### config.mk
export PLATFORM = sky130hd
export DESIGN_NAME = vip_core
export DESIGN_NICKNAME = d
export VERILOG_FILES = /design/src/shared/vip_pkg.sv /design/src/vip_core.sv
export VERILOG_INCLUDE_DIRS = /design/src /design/src/shared
export SDC_FILE = /design/constraint.sdc
export NUM_CORES = 1
export LEC_CHECK = 0
export BUFFER_PORTS_ARGS = -buffer_cell sky130_fd_sc_hd__buf_4
export CAP_MARGIN = 20
export CORE_MARGIN = 2
export CORE_UTILIZATION = 34
export DETAILED_ROUTE_END_ITERATION = 8
export GPL_TIMING_DRIVEN = 0
export HOLD_SLACK_MARGIN = 0.15
export PLACE_DENSITY = 0.6
export RECOVER_POWER = 25
export SLEW_MARGIN = 20
export SYNTH_ARGS = -nofsm -noshare
export SYNTH_HDL_FRONTEND = slang
export SYNTH_SLANG_ARGS = --single-unit
### constraint.sdc
create_clock -name mclk_i -period 5.1 [get_ports mclk_i]
set_input_delay 0.51 -clock mclk_i [delete_from_list [all_inputs] [get_ports mclk_i]]
set_output_delay 0.51 -clock mclk_i [all_outputs]
set_load 0.01 [all_outputs]
### src/shared/vip_cfg.svh
// Purpose: constants of the vectored interrupt prioritizer
// Assumes: included by bare name from the design only, not from the package
// Notes: vectors are 16-bit table addresses
`ifndef VIP_CFG_SVH
`define VIP_CFG_SVH
`define VIP_NUM_MASKABLE 13
`define VIP_NUM_EXT 4
`define VIP_NUM_SOURCES 15
`define VIP_VEC_NMI 16'h0004
`define VIP_VEC_MASK_BASE 16'h0006
`define VIP_VEC_BRK 16'h003E
`define VIP_VEC_STEP 16'h0002
`define VIP_MASK_RST 13'h1FFF
`define VIP_PRIO_RST 13'h1FFF
`define VIP_REQ_RST 13'h0000
`define VIP_ADDR_REQ 3'h0
`define VIP_ADDR_MASK 3'h1
`define VIP_ADDR_PRIO 3'h2
`define VIP_ADDR_STAT 3'h3
`define VIP_ADDR_CTRL 3'h4
`define VIP_EDGE_FALL 2'h0
`define VIP_EDGE_RISE 2'h1
`define VIP_EDGE_BOTH 2'h3
`define VIP_CTRL_RST 8'h00
`endif

### src/shared/vip_pkg.sv
// Purpose: types of the vectored interrupt prioritizer
// Assumes: nothing
// Notes: state is one packed struct
package vip_pkg;
	typedef enum logic [2:0] {
		VIP_IDLE = 3'b001,
		VIP_GRANT = 3'b010,
		VIP_WAIT = 3'b100
	} vip_state_t;

	typedef struct packed {
		vip_state_t st;
		logic [12:0] req;
		logic [12:0] mask;
		logic [12:0] prio;
		logic [7:0] ctrl;
		logic [3:0] pin_prev;
		logic [1:0] in_svc;
		logic [15:0] vec;
		logic vec_valid;
		logic [3:0] src;
		logic [15:0] rdata;
	} vip_regs_t;
endpackage

### src/vip_core.sv
// Purpose: priority arbitration and vectoring of fifteen interrupt sources
// Assumes: core handshakes vec_valid_o/ack_i, signals returns with reti_i
// Notes: register offsets are word indices on a plain strobe port
//
// Functional notes
// RULE1: watchdog NMI ignores enable, beats everything
// RULE2: watchdog mode-one overflow vectors to 0004H
// RULE3: interval mode overflow is maskable source 0
// RULE4: maskable requests masked, grouped by priority flag
// RULE5: high group may nest over low service
// RULE6: same group resolved by index, 0 first
// RULE7: NMI and maskable requests release standby
// RULE8: four pin plus nine peripheral requests
// RULE9: break vectors to 003EH, ignores enable
// RULE10: pins edge detected, priorities 1-4
// RULE11: serial channels priorities 5,6
// RULE12: watch interval priority 7
// RULE13: 16-bit timer match priority 8
// RULE14: 8-bit timers priorities 9,10
// RULE15: adc done priority 11
// RULE16: key scan lowest, 001CH
// RULE17: fifteen sources in total
// RULE18: acceptance clears the request flag
// RULE19: reset sets mask and priority flags
// RULE20: per-source request, mask, priority flags
//
// The implementer's own choices: the register addresses and strobed register access.
`timescale 1ns/1ns
`include "vip_cfg.svh"
module vip_core
	import vip_pkg::*;
#(
	parameter int NUM_SRC = `VIP_NUM_MASKABLE
) (
	input wire logic mclk_i,
	input wire logic rst_i,
	input wire logic [2:0] addr_i,
	input wire logic [15:0] wdata_i,
	input wire logic wr_i,
	input wire logic rd_i,
	output logic [15:0] rdata_o,
	input wire logic watchdog_overflow_irq_i,
	input wire logic wdt_mode1_i,
	input wire logic ext_pin_irq_a_i,
	input wire logic ext_pin_irq_b_i,
	input wire logic ext_pin_irq_c_i,
	input wire logic ext_pin_irq_d_i,
	input wire logic serial_ch_a_done_irq_i,
	input wire logic serial_ch_b_done_irq_i,
	input wire logic watch_interval_irq_i,
	input wire logic timer16_match_irq_i,
	input wire logic timer8_a_match_irq_i,
	input wire logic timer8_b_match_irq_i,
	input wire logic adc_done_irq_i,
	input wire logic key_scan_irq_i,
	input wire logic break_instruction_i,
	input wire logic int_enable_i,
	input wire logic ack_i,
	input wire logic reti_i,
	output logic [15:0] vec_o,
	output logic vec_valid_o,
	output logic [3:0] src_o,
	output logic standby_release_o
);
	// ----------------------------------------------------------------
	// request sources and edges
	// ----------------------------------------------------------------
	vip_regs_t r;
	vip_regs_t next_r;
	logic [3:0] pins;
	logic [3:0] pin_edge;
	logic [12:0] raw;
	logic [12:0] pend;
	logic [12:0] hi_pend;
	logic [12:0] lo_pend;
	logic nmi_ev;
	logic [3:0] hi_idx;
	logic [3:0] lo_idx;
	logic hi_any;
	logic lo_any;

	assign pins = {ext_pin_irq_d_i, ext_pin_irq_c_i, ext_pin_irq_b_i, ext_pin_irq_a_i};
	assign nmi_ev = watchdog_overflow_irq_i && wdt_mode1_i; // RULE2

	genvar gi;
	generate
		for (gi = 0; gi < `VIP_NUM_EXT; gi++) begin : g_edge
			logic [1:0] sel;
			// last pin fixed to falling edge
			assign sel = (gi == 3) ? `VIP_EDGE_FALL : r.ctrl[2*gi +: 2];
			always_comb begin
				case (sel)
					`VIP_EDGE_RISE: pin_edge[gi] = pins[gi] & ~r.pin_prev[gi];
					`VIP_EDGE_BOTH: pin_edge[gi] = pins[gi] ^ r.pin_prev[gi];
					default: pin_edge[gi] = ~pins[gi] & r.pin_prev[gi];
				endcase
			end
		end
	endgenerate

	// index equals default priority
	assign raw = {key_scan_irq_i, // RULE16
		adc_done_irq_i, // RULE15
		timer8_b_match_irq_i, timer8_a_match_irq_i, // RULE14
		timer16_match_irq_i, // RULE13
		watch_interval_irq_i, // RULE12
		serial_ch_b_done_irq_i, serial_ch_a_done_irq_i, // RULE11
		pin_edge, // RULE10
		watchdog_overflow_irq_i && !wdt_mode1_i}; // RULE3 RULE8

	// ----------------------------------------------------------------
	// arbitration
	// ----------------------------------------------------------------
	assign pend = r.req & ~r.mask; // RULE20 RULE4
	assign hi_pend = pend & ~r.prio;
	assign lo_pend = pend & r.prio;

	always_comb begin
		hi_idx = 4'h0;
		lo_idx = 4'h0;
		hi_any = 1'b0;
		lo_any = 1'b0;
		for (int i = NUM_SRC - 1; i >= 0; i--) begin
			if (hi_pend[i]) begin
				hi_idx = 4'(i); // RULE6
				hi_any = 1'b1;
			end
			if (lo_pend[i]) begin
				lo_idx = 4'(i); // RULE6
				lo_any = 1'b1;
			end
		end
	end

	// ----------------------------------------------------------------
	// next state
	// ----------------------------------------------------------------
	always_comb begin
		logic [3:0] idx;
		logic take;
		idx = 4'h0;
		take = 1'b0;
		next_r = r;
		next_r.pin_prev = pins;
		if (wr_i) begin
			case (addr_i)
				`VIP_ADDR_REQ: next_r.req = wdata_i[12:0];
				`VIP_ADDR_MASK: next_r.mask = wdata_i[12:0];
				`VIP_ADDR_PRIO: next_r.prio = wdata_i[12:0];
				`VIP_ADDR_CTRL: next_r.ctrl = wdata_i[7:0];
				default: ;
			endcase
		end
		if (reti_i) begin
			if (r.in_svc[0])
				next_r.in_svc[0] = 1'b0;
			else
				next_r.in_svc[1] = 1'b0;
		end
		case (r.st)
			VIP_IDLE: begin
				if (nmi_ev) begin
					next_r.vec = `VIP_VEC_NMI; // RULE1 RULE2
					next_r.src = 4'hD;
					next_r.vec_valid = 1'b1;
					next_r.st = VIP_GRANT;
				end else if (break_instruction_i) begin
					next_r.vec = `VIP_VEC_BRK; // RULE9
					next_r.src = 4'hE;
					next_r.vec_valid = 1'b1;
					next_r.st = VIP_GRANT;
				end else if (int_enable_i && hi_any && !r.in_svc[0]) begin
					idx = hi_idx; // RULE5
					take = 1'b1;
				end else if (int_enable_i && lo_any && r.in_svc == 2'b00) begin
					idx = lo_idx;
					take = 1'b1;
				end
				if (take) begin
					// slots run on from the nmi slot; source 0 shares the first pin slot
					if (idx == 4'h0)
						next_r.vec = `VIP_VEC_MASK_BASE;
					else
						next_r.vec = `VIP_VEC_NMI + {11'h000, idx, 1'b0}; // RULE10
					next_r.src = idx;
					next_r.vec_valid = 1'b1;
					next_r.st = VIP_GRANT;
					next_r.req[idx] = 1'b0; // RULE18
					if (!r.prio[idx])
						next_r.in_svc[0] = 1'b1;
					else
						next_r.in_svc[1] = 1'b1;
				end
			end
			VIP_GRANT: begin
				if (ack_i) begin
					next_r.vec_valid = 1'b0;
					next_r.st = VIP_WAIT;
				end
			end
			VIP_WAIT: next_r.st = VIP_IDLE;
			default: next_r.st = VIP_IDLE;
		endcase
		next_r.req = next_r.req | raw; // set beats clear
		if (rd_i) begin
			case (addr_i)
				`VIP_ADDR_REQ: next_r.rdata = {3'h0, r.req};
				`VIP_ADDR_MASK: next_r.rdata = {3'h0, r.mask};
				`VIP_ADDR_PRIO: next_r.rdata = {3'h0, r.prio};
				`VIP_ADDR_STAT: next_r.rdata = {9'h000, r.src, r.in_svc, r.vec_valid};
				`VIP_ADDR_CTRL: next_r.rdata = {8'h00, r.ctrl};
				default: next_r.rdata = 16'h0000;
			endcase
		end else begin
			next_r.rdata = 16'h0000;
		end
	end

	always_ff @(posedge mclk_i) begin
		if (rst_i) begin
			r <= '0;
			r.st <= VIP_IDLE;
			r.mask <= `VIP_MASK_RST; // RULE19
			r.prio <= `VIP_PRIO_RST; // RULE19
			r.ctrl <= `VIP_CTRL_RST;
			r.req <= `VIP_REQ_RST;
		end else begin
			r <= next_r;
		end
	end

	assign rdata_o = r.rdata;
	assign vec_o = r.vec;
	assign vec_valid_o = r.vec_valid;
	assign src_o = r.src;
	// masked sources do not wake the core
	assign standby_release_o = nmi_ev || (|pend); // RULE7 RULE17
endmodule

# --- Word-level counts from Yosys, hierarchy flattened ---
# Cells that the tools add are included.
op_classes:
  n_eq_ne: 14
  div_mod_pow: 0
  n_lt_le_gt_ge: 2
  n_mul: 0
  mux: 92
  reduce_logical: 23
  addsub: 1
  bitwise: 26
  n_shift: 0
op_table:
  columns: ["operator", "count"]
  rows:
  - ["4-bit two-way mux", 31]
  - ["13-bit case mux with 5 select lines", 1]
  - ["13-bit AND", 4]
  - ["13-bit two-way mux", 4]
  - ["47-bit two-way mux", 1]
  - ["21-bit two-way mux", 2]
  - ["13-bit inverter", 3]
  - ["1-bit two-way mux", 37]
  - ["23-bit two-way mux", 1]
  - ["18-bit two-way mux", 1]
  - ["16-bit two-way mux", 1]
  - ["13-bit bitwise OR", 1]
  - ["13-bit OR reduction", 1]
  - ["2-bit AND reduction", 5]
  - ["3-bit by 2-bit == test with 1-bit output (second input constant)", 3]
  - ["3-bit two-way mux", 3]
  - ["8-bit two-way mux", 1]
  - ["1-bit inverter", 8]
  - ["1-bit case mux with 2 select lines", 4]
  - ["1-bit AND", 7]
  - ["1-bit logical AND", 7]
  - ["3-bit by 5-bit adder with 6-bit output (first input constant)", 1]
  - ["2-bit by 1-bit == test with 1-bit output (second input constant)", 3]
  - ["2-bit == test (second input constant)", 3]
  - ["other kinds (21)", 25]
totals:
  output_inout_bits: 38
  memories: 0
  word_cells: 169
  latch_bits: 0
  inputBits: 41
  ram_bits: 0
  ff_bits: 93
  mem_bits_ro: 0

# --- Logic depth before layout (Yosys ltp) ---
# Gate-level depths: netlist of the first run.
logic_depth:
  ltp_word: 32
  mapped_depth: 11
  mapped_depth_nobuf: 11

# --- Least setup slack after synthesis of the first run ---
# Ideal clock, no wire load.
synth_path:
  kind: "register to register"
  start: "register r[87] (netlist name)"
  end: "register r[37] (netlist name)"
  n_path_buf: 1
  setup_ps: 84
  t_arrival_ps: 2956
  setup_slack_ps: 2059
  synth_period_minus_slack_ps: 3041
  t_required_ps: 5016
  stages_incl_launch_ff: 11
  cell_sequence: "dfxtp_1 or3b_1 a211o_1 a2111oi_2 nor3_2 a41oi_2 buf_6 mux2i_1 o22ai_1 or4_4 o31ai_2"
synth_between:
  elab_chain_len: 25
  word_cells_on_any_way: 66
  cone_classes: "59 x mux; 3 x bitwise; 4 x reduce/logical"
synth_rtl:
  columns: ["element", "line_no", "source"]
  rows:
  - ["start, declared", "vip_core.sv:68", "vip_regs_t r;"]
  - ["start signal, assigned", "vip_core.sv:228", "r <= next_r;"]
  - ["13-bit AND (*)", "vip_core.sv:114", "assign pend = r.req & ~r.mask;"]
  - ["13-bit AND", "vip_core.sv:116", "assign lo_pend = pend & r.prio;"]
  - ["1-bit two-way mux (11 in a row)", "vip_core.sv:128", "if (lo_pend[i]) begin"]
  - ["1-bit logical AND (2 in a row)", "vip_core.sv:175", "end else if (int_enable_i && lo_any && r.in_svc == 2'b00) begin"]
  - ["4-bit two-way mux", "vip_core.sv:175", null]
  - ["4-bit two-way mux", "vip_core.sv:172", "end else if (int_enable_i && hi_any && !r.in_svc[0]) begin"]
  - ["4-bit two-way mux", "vip_core.sv:167", "end else if (break_instruction_i) begin"]
  - ["4-bit two-way mux", "vip_core.sv:162", "if (nmi_ev) begin"]
  - ["4-bit two-way mux", "vip_core.sv:160", "case (r.st)"]
  - ["1-bit binary-select mux with 4-bit select", "vip_core.sv:189", "if (!r.prio[idx])"]
  - ["1-bit two-way mux (implied by the code)", "vip_core.sv:189", null]
  - ["1-bit two-way mux", "vip_core.sv:189", null]
  - ["23-bit two-way mux (*)", "vip_core.sv:179", "if (take) begin"]
  - ["18-bit two-way mux (*)", "vip_core.sv:160", null]
# Mark *: on every way between the ends. The rest lies on a longest branch, timed or not. The select of a mux whose other input is x is not followed.
# A chain may end at the register's enable or synchronous reset.

# --- Worst setup path after layout of the first run ---
layout_path:
  start: "register r[78] (netlist name)"
  end: "register r[37] (netlist name)"
layout_between:
  elab_chain_len: 16
  word_cells_on_any_way: 30
  cone_classes: "23 x mux; 3 x bitwise; 4 x reduce/logical"
layout_rtl:
  columns: ["element", "line_no"]
  rows:
  - ["13-bit AND (*)", "vip_core.sv:114"]
  - ["13-bit AND", "vip_core.sv:116"]
  - ["1-bit two-way mux (2 in a row)", "vip_core.sv:128"]
  - ["1-bit logical AND (2 in a row)", "vip_core.sv:175"]
  - ["4-bit two-way mux", "vip_core.sv:175"]
  - ["4-bit two-way mux", "vip_core.sv:172"]
  - ["4-bit two-way mux", "vip_core.sv:167"]
  - ["4-bit two-way mux", "vip_core.sv:162"]
  - ["4-bit two-way mux", "vip_core.sv:160"]
  - ["1-bit binary-select mux with 4-bit select", "vip_core.sv:189"]
  - ["1-bit two-way mux (implied by the code)", "vip_core.sv:189"]
  - ["1-bit two-way mux", "vip_core.sv:189"]
  - ["23-bit two-way mux (*)", "vip_core.sv:179"]
  - ["18-bit two-way mux (*)", "vip_core.sv:160"]
# Marked as above.

==> impl_metrics.yaml, run 1 <==
hold_path:
  hold_class: "input port to flop"
cts:
  cts_buffers: 9
  ctsHoldBuffers: 0
  postCtsSetupRepairBufs: 0
  cts.sinks: 79
  cts_buffer_depth: 2
  post_cts_resized: 0
  cts_root_buffer: "clkbuf_16"
  htreeDepth: 3
  worstSkewPairLatency_ps: 340
  tritoncts: "yes"
  clkTransAtPathRegs_ps: 60
sta:
  hold_viol_final: 0
  slew_headroom_pct: 46.8
  skew_ps: 8.59
  worst_pin_slew_ps: 798
  rsz0062_at_grt: "no"
  setup_viol: 0
  fmax_mhz: 270
  setup_tns_ps: 0
  finalCriticalPeriod_ps: 3700
  slew_viol_final: 0
  timing.final.crit_share_pct: 72.6
synth:
  syn-cell-area_um2: 4540
  synth_common_cells: "dfxtp_1, nor2_1, nand2_1"
  async_flop_share_pct: 0
  yosysSeqAreaShare_pct: 34.8
  synth_most_common_cell: "dfxtp_1"
  yosysTopAreaCell: "dfxtp_1"
  synthCells: 572
  synth_top_area_share_pct: 34.8
  ys_top_cells_by_area: "dfxtp_1, mux2i_1, nor2_1"
  yosys_warnings: 0
  avgSynthCellArea_um2: 7.94
  synth-seq-cells: 79
  synthFlopType: "dfxtp_1"
  ys_types: 62
  synth_edf_count: 0
outcome:
  status: "finished, final reports clean"
worst_setup_path:
  r2r_slack_ps: 1400
  path_cells: "nor3b_1, nor4_2, a41oi_2, nor2_1, a41oi_2, buf_6, mux2i_1, o22ai_1, or4_4, o31ai_2"
  worstSetupStartpointType: "flop"
  max_stage_delay_ps: 600
  critical-path-top-delay-family: "simple AND/OR/NAND/NOR gates"
  cp_num_buf_inv: 1
  path_common_cell: "a41oi_2"
  worst-endpoint-arrival_ps: 3960
  cp_data_required_time_ps: 5360
  critical_path_class: "flop to flop"
  cp-end-kind: "flop"
  slowest_stage: "nor3b_1"
  crit_fanout: 10
global_route:
  gr-usage-all-layers_pct: 20.7
  grt_pass1_vias: 4141
  grt_pass1_wl_um: 22600
  grt_start_max_net_pins: 13
  overflow: 0
  antenna_found_initial: 0
routing:
  wl_met3_um: 924
  firstDrtPassIters: 5
  ant_nets: 0
  top_layer_used: "met4"
  via_per_inst: 5.26
  avgRoutedWirePerCell_um: 17.4
  route.met2.wl_um: 6760
  drt-met1-wl_um: 6740
  drt-initial-drc-count: 319
  wirelength_um: 14600
  vias: 4395
  drcViolationCount: 0
cells_and_area:
  final_util_pct: 41.8
  n_antenna_cell: 0
  drive_above_1_share_pct: 16.2
  nNetsFinal: 704
  areaGrowthSynthToFinish_pct: 21.0
pwr:
  p_per_area_nw_per_um2: 288
  leakagePower_nw: 2.40
  peakVddDrop_uv: 157
floorplanning:
  core_um2: 13100
  rows: 42
  fp.dieArea_um2: 14300
  fp.dieH_um: 120
  pin_count: 79
  die_x_um: 120
  initial_core_util_pct: 34.6
placement:
  dp_hpwl_um: 11400
  port-buffer-count: 59
  gp_congestion: 0.920
run:
  cap_violations: 0
## sequential cells by signal, summed over array words and instances, names as in the netlist
name / cells
r: 50
vec_valid_o: 1
vec_o: 5
g_edge.sel: 6
rdata_o: 13
src_o: 4
## final cells by class
cell class                 instances  area [um^2]
fill                            1412         7640
multi-input combinational        429         2580
sequential                        79         1580
timing repair buffer              60          377
buffer                            58          360
clock buffer                      12          256
tap                              176          220
inverter                          19         71.3
clock inverter                     3         42.5
## cells in the final DEF, fill, tap and decap left out, types with 3 or more instances in the layout
master     count
o211ai_1       6
mux2i_1       39
o22ai_1        3
clkbuf_1      40
buf_4         71
o21ai_0       18
a31oi_1        4
nor2b_1        8
a21oi_1       49
nand3b_1      13
and3_1         3
ha_1           7
inv_1         18
clkbuf_16      9
clkbuf_4       5
dfxtp_1       79
and2_1         3
nand2_1       73
conb_1        14
nand4_1        5
nor3b_1       11
a211oi_1       6
a22oi_1        7
nor2_1        74
nand2b_1      16
a221oi_1       3
nand3_1       17
nor3_1         7
## cell families (layout without fill, tap and decap cells)
family	after synthesis	after routing	share of synthesized area, %
and+or+nand+nor	247	247	27.3
AOI/OAI and AO/OA	121	121	17.5
DFF	79	79	34.8
buffers and inverters	77	152	9.51
muxes	39	39	8.60
adders and majority gates	7	7	1.93
other	1	14	0.0826
xor gates and xnor gates	1	1	0.193
## worst register-to-register path: cells and delay by family, from the launching register on
family | cells | cell delay (ps)
muxes | 1 | 340
DFF | 1 | 410
buffers and inverters | 1 | 230
AOI/OAI and AO/OA | 4 | 1180
and+or+nand+nor | 4 | 1450
## metal layers
metal  global-route usage (%)  vias to the layer above
li1                         -                     2128
met1                     27.8                     2092
met2                     33.1                      162
met3                     4.94                       13
met4                     5.81                        0
met5                        0                        -
## power by group
| part | internal [mW] | switching (mW) | leakage, nW |
|---|---|---|---|
| logic | 0.108 | 0.130 | 1.61 |
| clock network | 0.402 | 0.254 | 0.145 |
| registers | 0.651 | 0.0354 | 0.648 |
## final timing paths
check / startpoint / to / cells past startpoint
max: r[78]$_SDFF_PP0_ / r[37]$_SDFF_PP0_ / 10
min reg2reg: r[49]$_SDFFE_PP0P_ / r[49]$_SDFFE_PP0P_ / 2
max reg2reg: r[78]$_SDFF_PP0_ / r[37]$_SDFF_PP0_ / 10
min: serial_ch_a_done_irq_i / r[82]$_SDFF_PP0_ / 3
## metrics by stage
step / worst slack (ps) / std cells / total power [mW] / hold slack (ps) / instance area [um^2]
floorplan: 2060 / 585 / 0.840 / 433 / 4590
global placement: 1490 / 820 / 0.938 / 447 / 5250
detailed placement: 1530 / 820 / 0.943 / 455 / 5260
CTS: 1500 / 835 / 1.60 / 370 / 5560
global route: 1280 / 836 / 1.65 / 382 / 5490
finish: 1400 / 836 / 1.58 / 379 / 5490
No activity file was read; power rests on OpenSTA's default activity.
==> run 2: changes to the inputs <==
--- a/config.mk
+++ b/config.mk
@@ -6,6 +6,7 @@
 export SDC_FILE = /design/constraint.sdc
 export NUM_CORES = 1
 export LEC_CHECK = 0
+export ABC_AREA = 1
 export BUFFER_PORTS_ARGS = -buffer_cell sky130_fd_sc_hd__buf_4
 export CAP_MARGIN = 20
 export CORE_MARGIN = 2
==> constraint.sdc (replaced) <==
create_clock -name mclk_i -period 3.85 [get_ports mclk_i]
set_input_delay 0.385 -clock mclk_i [delete_from_list [all_inputs] [get_ports mclk_i]]
set_output_delay 0.385 -clock mclk_i [all_outputs]
set_load 0.01 [all_outputs]
==> run 2 against run 1 <==
  * Global-route usage rose by 0.92 points
  * Total power increased by 29%
  * Critical endpoint is now r[71]$_SDFFE_PP1P_
  * Critical path type is now input port to flop
  * Final cell count grew 6.3%
  * Critical path depth is 4 lower
  * Utilization is 0.45 points higher
  * Sequential power up 33%
==> impl_metrics.yaml, run 2 <==
cells_and_area:
  final_cell_mix: "nand2_1, dfxtp_1, inv_1"
  fill_cells: 1395
  largest_reg_flops: 50
  areaGrowthSynthToFinish_pct: 20.4
  n_antenna_cell: 0
  final_util_pct: 42.3
  final_common_cell: "nand2_1"
  nNetsFinal: 762
  regMostFlops: "r"
  drive_above_1_share_pct: 20.2
synth:
  synth-xor-area-share_pct: 0
  avgSynthCellArea_um2: 7.10
  synthCells: 629
  yosysTopAreaCell: "dfxtp_1"
  synth_top_area_share_pct: 35.4
  synthFlopType: "dfxtp_1"
  async_flop_share_pct: 0
  yosys-mux-area-fraction_pct: 0.252
  synth_top_family_by_area: "simple AND/OR/NAND/NOR gates"
  yosys_warnings: 0
  synth_common_cells: "nand2_1, dfxtp_1, inv_1"
  syn-cell-area_um2: 4470
  synth-adder-area-share_pct: 1.96
  synth_edf_count: 0
  ys_types: 41
  synth_most_common_cell: "nand2_1"
  synth-seq-cells: 79
  synthSimpleGateAreaFrac_pct: 26.0
  yosysSeqAreaShare_pct: 35.4
  synth_compound_area_share_pct: 20.5
  ys_top_cells_by_area: "dfxtp_1, nand2_1, inv_1"
pwr:
  p_clk_share_pct: 38.9
  sw_frac_of_total_pct: 27.9
  pwr-share-comb_pct: 16.5
  p_seq_share_pct: 44.6
  p_per_area_nw_per_um2: 380
  leakagePower_nw: 2.62
  p_int_mw: 1.47
  peakVddDrop_uv: 193
  switching_power_uw: 570
sta:
  setup_tns_ps: 0
  worst_pin_slew_ps: 896
  fmax_mhz: 370
  timing.final.crit_share_pct: 70.3
  setup_viol: 0
  rsz0062_at_grt: "no"
  skew_ps: 8.48
  finalCriticalPeriod_ps: 2710
  slew_viol_final: 0
  hold_viol_final: 0
  slew_headroom_pct: 39.8
routing:
  ant_nets: 0
  firstDrtPassIters: 5
  drcViolationCount: 0
  via_per_inst: 5.02
  drt-initial-drc-count: 287
  vias: 4461
  avgRoutedWirePerCell_um: 16.8
  wirelength_um: 14900
global_route:
  grt_start_max_net_pins: 12
  grt_pass1_vias: 4315
  overflow: 0
  antenna_found_initial: 0
  gr-usage-all-layers_pct: 21.6
  grt_pass1_wl_um: 23100
cts:
  cts_buffer_depth: 2
  ctsHoldBuffers: 0
  post_cts_resized: 0
  worstSkewPairLatency_ps: 350
  cts_root_buffer: "clkbuf_16"
  tritoncts: "yes"
  htreeDepth: 3
  cts_buffers: 9
  postCtsSetupRepairBufs: 0
  clkTransAtPathRegs_ps: 60
  cts.sinks: 79
worst_setup_path:
  cp_num_buf_inv: 3
  cp-end-kind: "flop"
  path_cells: "buf_4, nor3_1, clkinv_1, nor2_2, buf_2, o211ai_1"
  slowest_stage: "nor3_1"
  crit_fanout: 10
  max_stage_delay_ps: 730
  worst-endpoint-arrival_ps: 2900
  cp.depth: 6
  worstSetupStartpointType: "input port"
  cp_data_required_time_ps: 4050
  critical-path-top-delay-family: "simple AND/OR/NAND/NOR gates"
  critical_path_class: "input port to flop"
  worst_r2r_path_depth: 13
hold_path:
  holdPathStages: 3
  hold_class: "input port to flop"
floorplanning:
  fp.dieArea_um2: 14100
  die_x_um: 119
  fp.dieH_um: 119
  rows: 41
  initial_core_util_pct: 35.1
  core_um2: 12700
  pin_count: 79
placement:
  gp_congestion: 0.923
  dp_hpwl_um: 11800
  port-buffer-count: 61
run:
  cap_violations: 0
outcome:
  status: "finished, final reports clean"
run 2: cell count changes after synthesis, sizes merged, moves of 15 or more:
cell	change
inv	+73
mux2i	-39
nand2	+78
nand2b	-16
nand3	+20
nor2	-24
o211ai	+22
o21ai	+15
run 2: cell families after synthesis:
| kind of cell | count (synthesis) |
|---|---|
| AND/OR/NAND/NOR | 253 |
| buffers and inverters | 146 |
| AO/OA/AOI/OAI | 142 |
| multiplexers | 1 |
| other | 1 |
| flip-flops | 79 |
| adder cells (fa/ha/maj) | 7 |
run 2: final cells by class:
type / instances / area, um^2 / share of cell area, %
clock inverter: 1 / 5.00 / 0.0931
tap: 172 / 215 / 4.00
sequential: 79 / 1580 / 29.4
multi-input combinational: 417 / 2230 / 41.4
buffer: 53 / 353 / 6.56
timing repair buffer: 61 / 383 / 7.12
inverter: 93 / 352 / 6.54
clock buffer: 13 / 260 / 4.84
run 2: worst reg2reg max path, delay by kind of cell (launching register included):
family,cells,cell delay (ps)
buf+inv,1,90
compound gates,4,800
simple gates,8,1100
flops,1,360
run 2: routing by layer:
layer  GRT usage (%)  wire length (um)  part of all wire, %  vias up
li1                -                 -                    -     2214
met1            28.2              6840                   46     2082
met2            34.7              6770                   45      141
met3            3.76               898                  6.0       24
met4            9.75               404                  2.7        0
met5               0                 0                    0        -
run 2: metrics by stage:
| stage | hold WS, ps | power [mW] | cells | instance area (um^2) | setup WS [ps] |
|---|---|---|---|---|---|
| 6_report | 255 | 2.04 | 889 | 5380 | 1140 |
| 5_1_grt | 275 | 2.13 | 889 | 5380 | 1070 |
| 4_1_cts | 251 | 2.07 | 889 | 5450 | 1200 |
| 3_5_place_dp | 442 | 1.28 | 875 | 5190 | 832 |
| 3_3_place_gp | 443 | 1.27 | 875 | 5190 | 826 |
| 2_1_floorplan | 424 | 1.13 | 642 | 4510 | 1880 |
run 2: final timing paths:
path / startpoint / to / slack [ps]
setup reg to reg: r[52]$_SDFFE_PP1P_ / r[78]$_SDFF_PP0_ / 1380
hold / removal: ext_pin_irq_d_i / r[42]$_SDFF_PP0_ / 260
setup / recovery: addr_i[2] / r[71]$_SDFFE_PP1P_ / 1140
hold reg to reg: r[49]$_SDFFE_PP0P_ / r[49]$_SDFFE_PP0P_ / 450
run 2: power by group through the flow:
stage	sequential (mW)	combinational [mW]	clock [mW]
floorplan	0.914	0.216	0
global placement	0.926	0.347	0
detailed placement	0.928	0.351	0
CTS	0.910	0.353	0.811
global route	0.915	0.374	0.841
finish	0.911	0.338	0.794
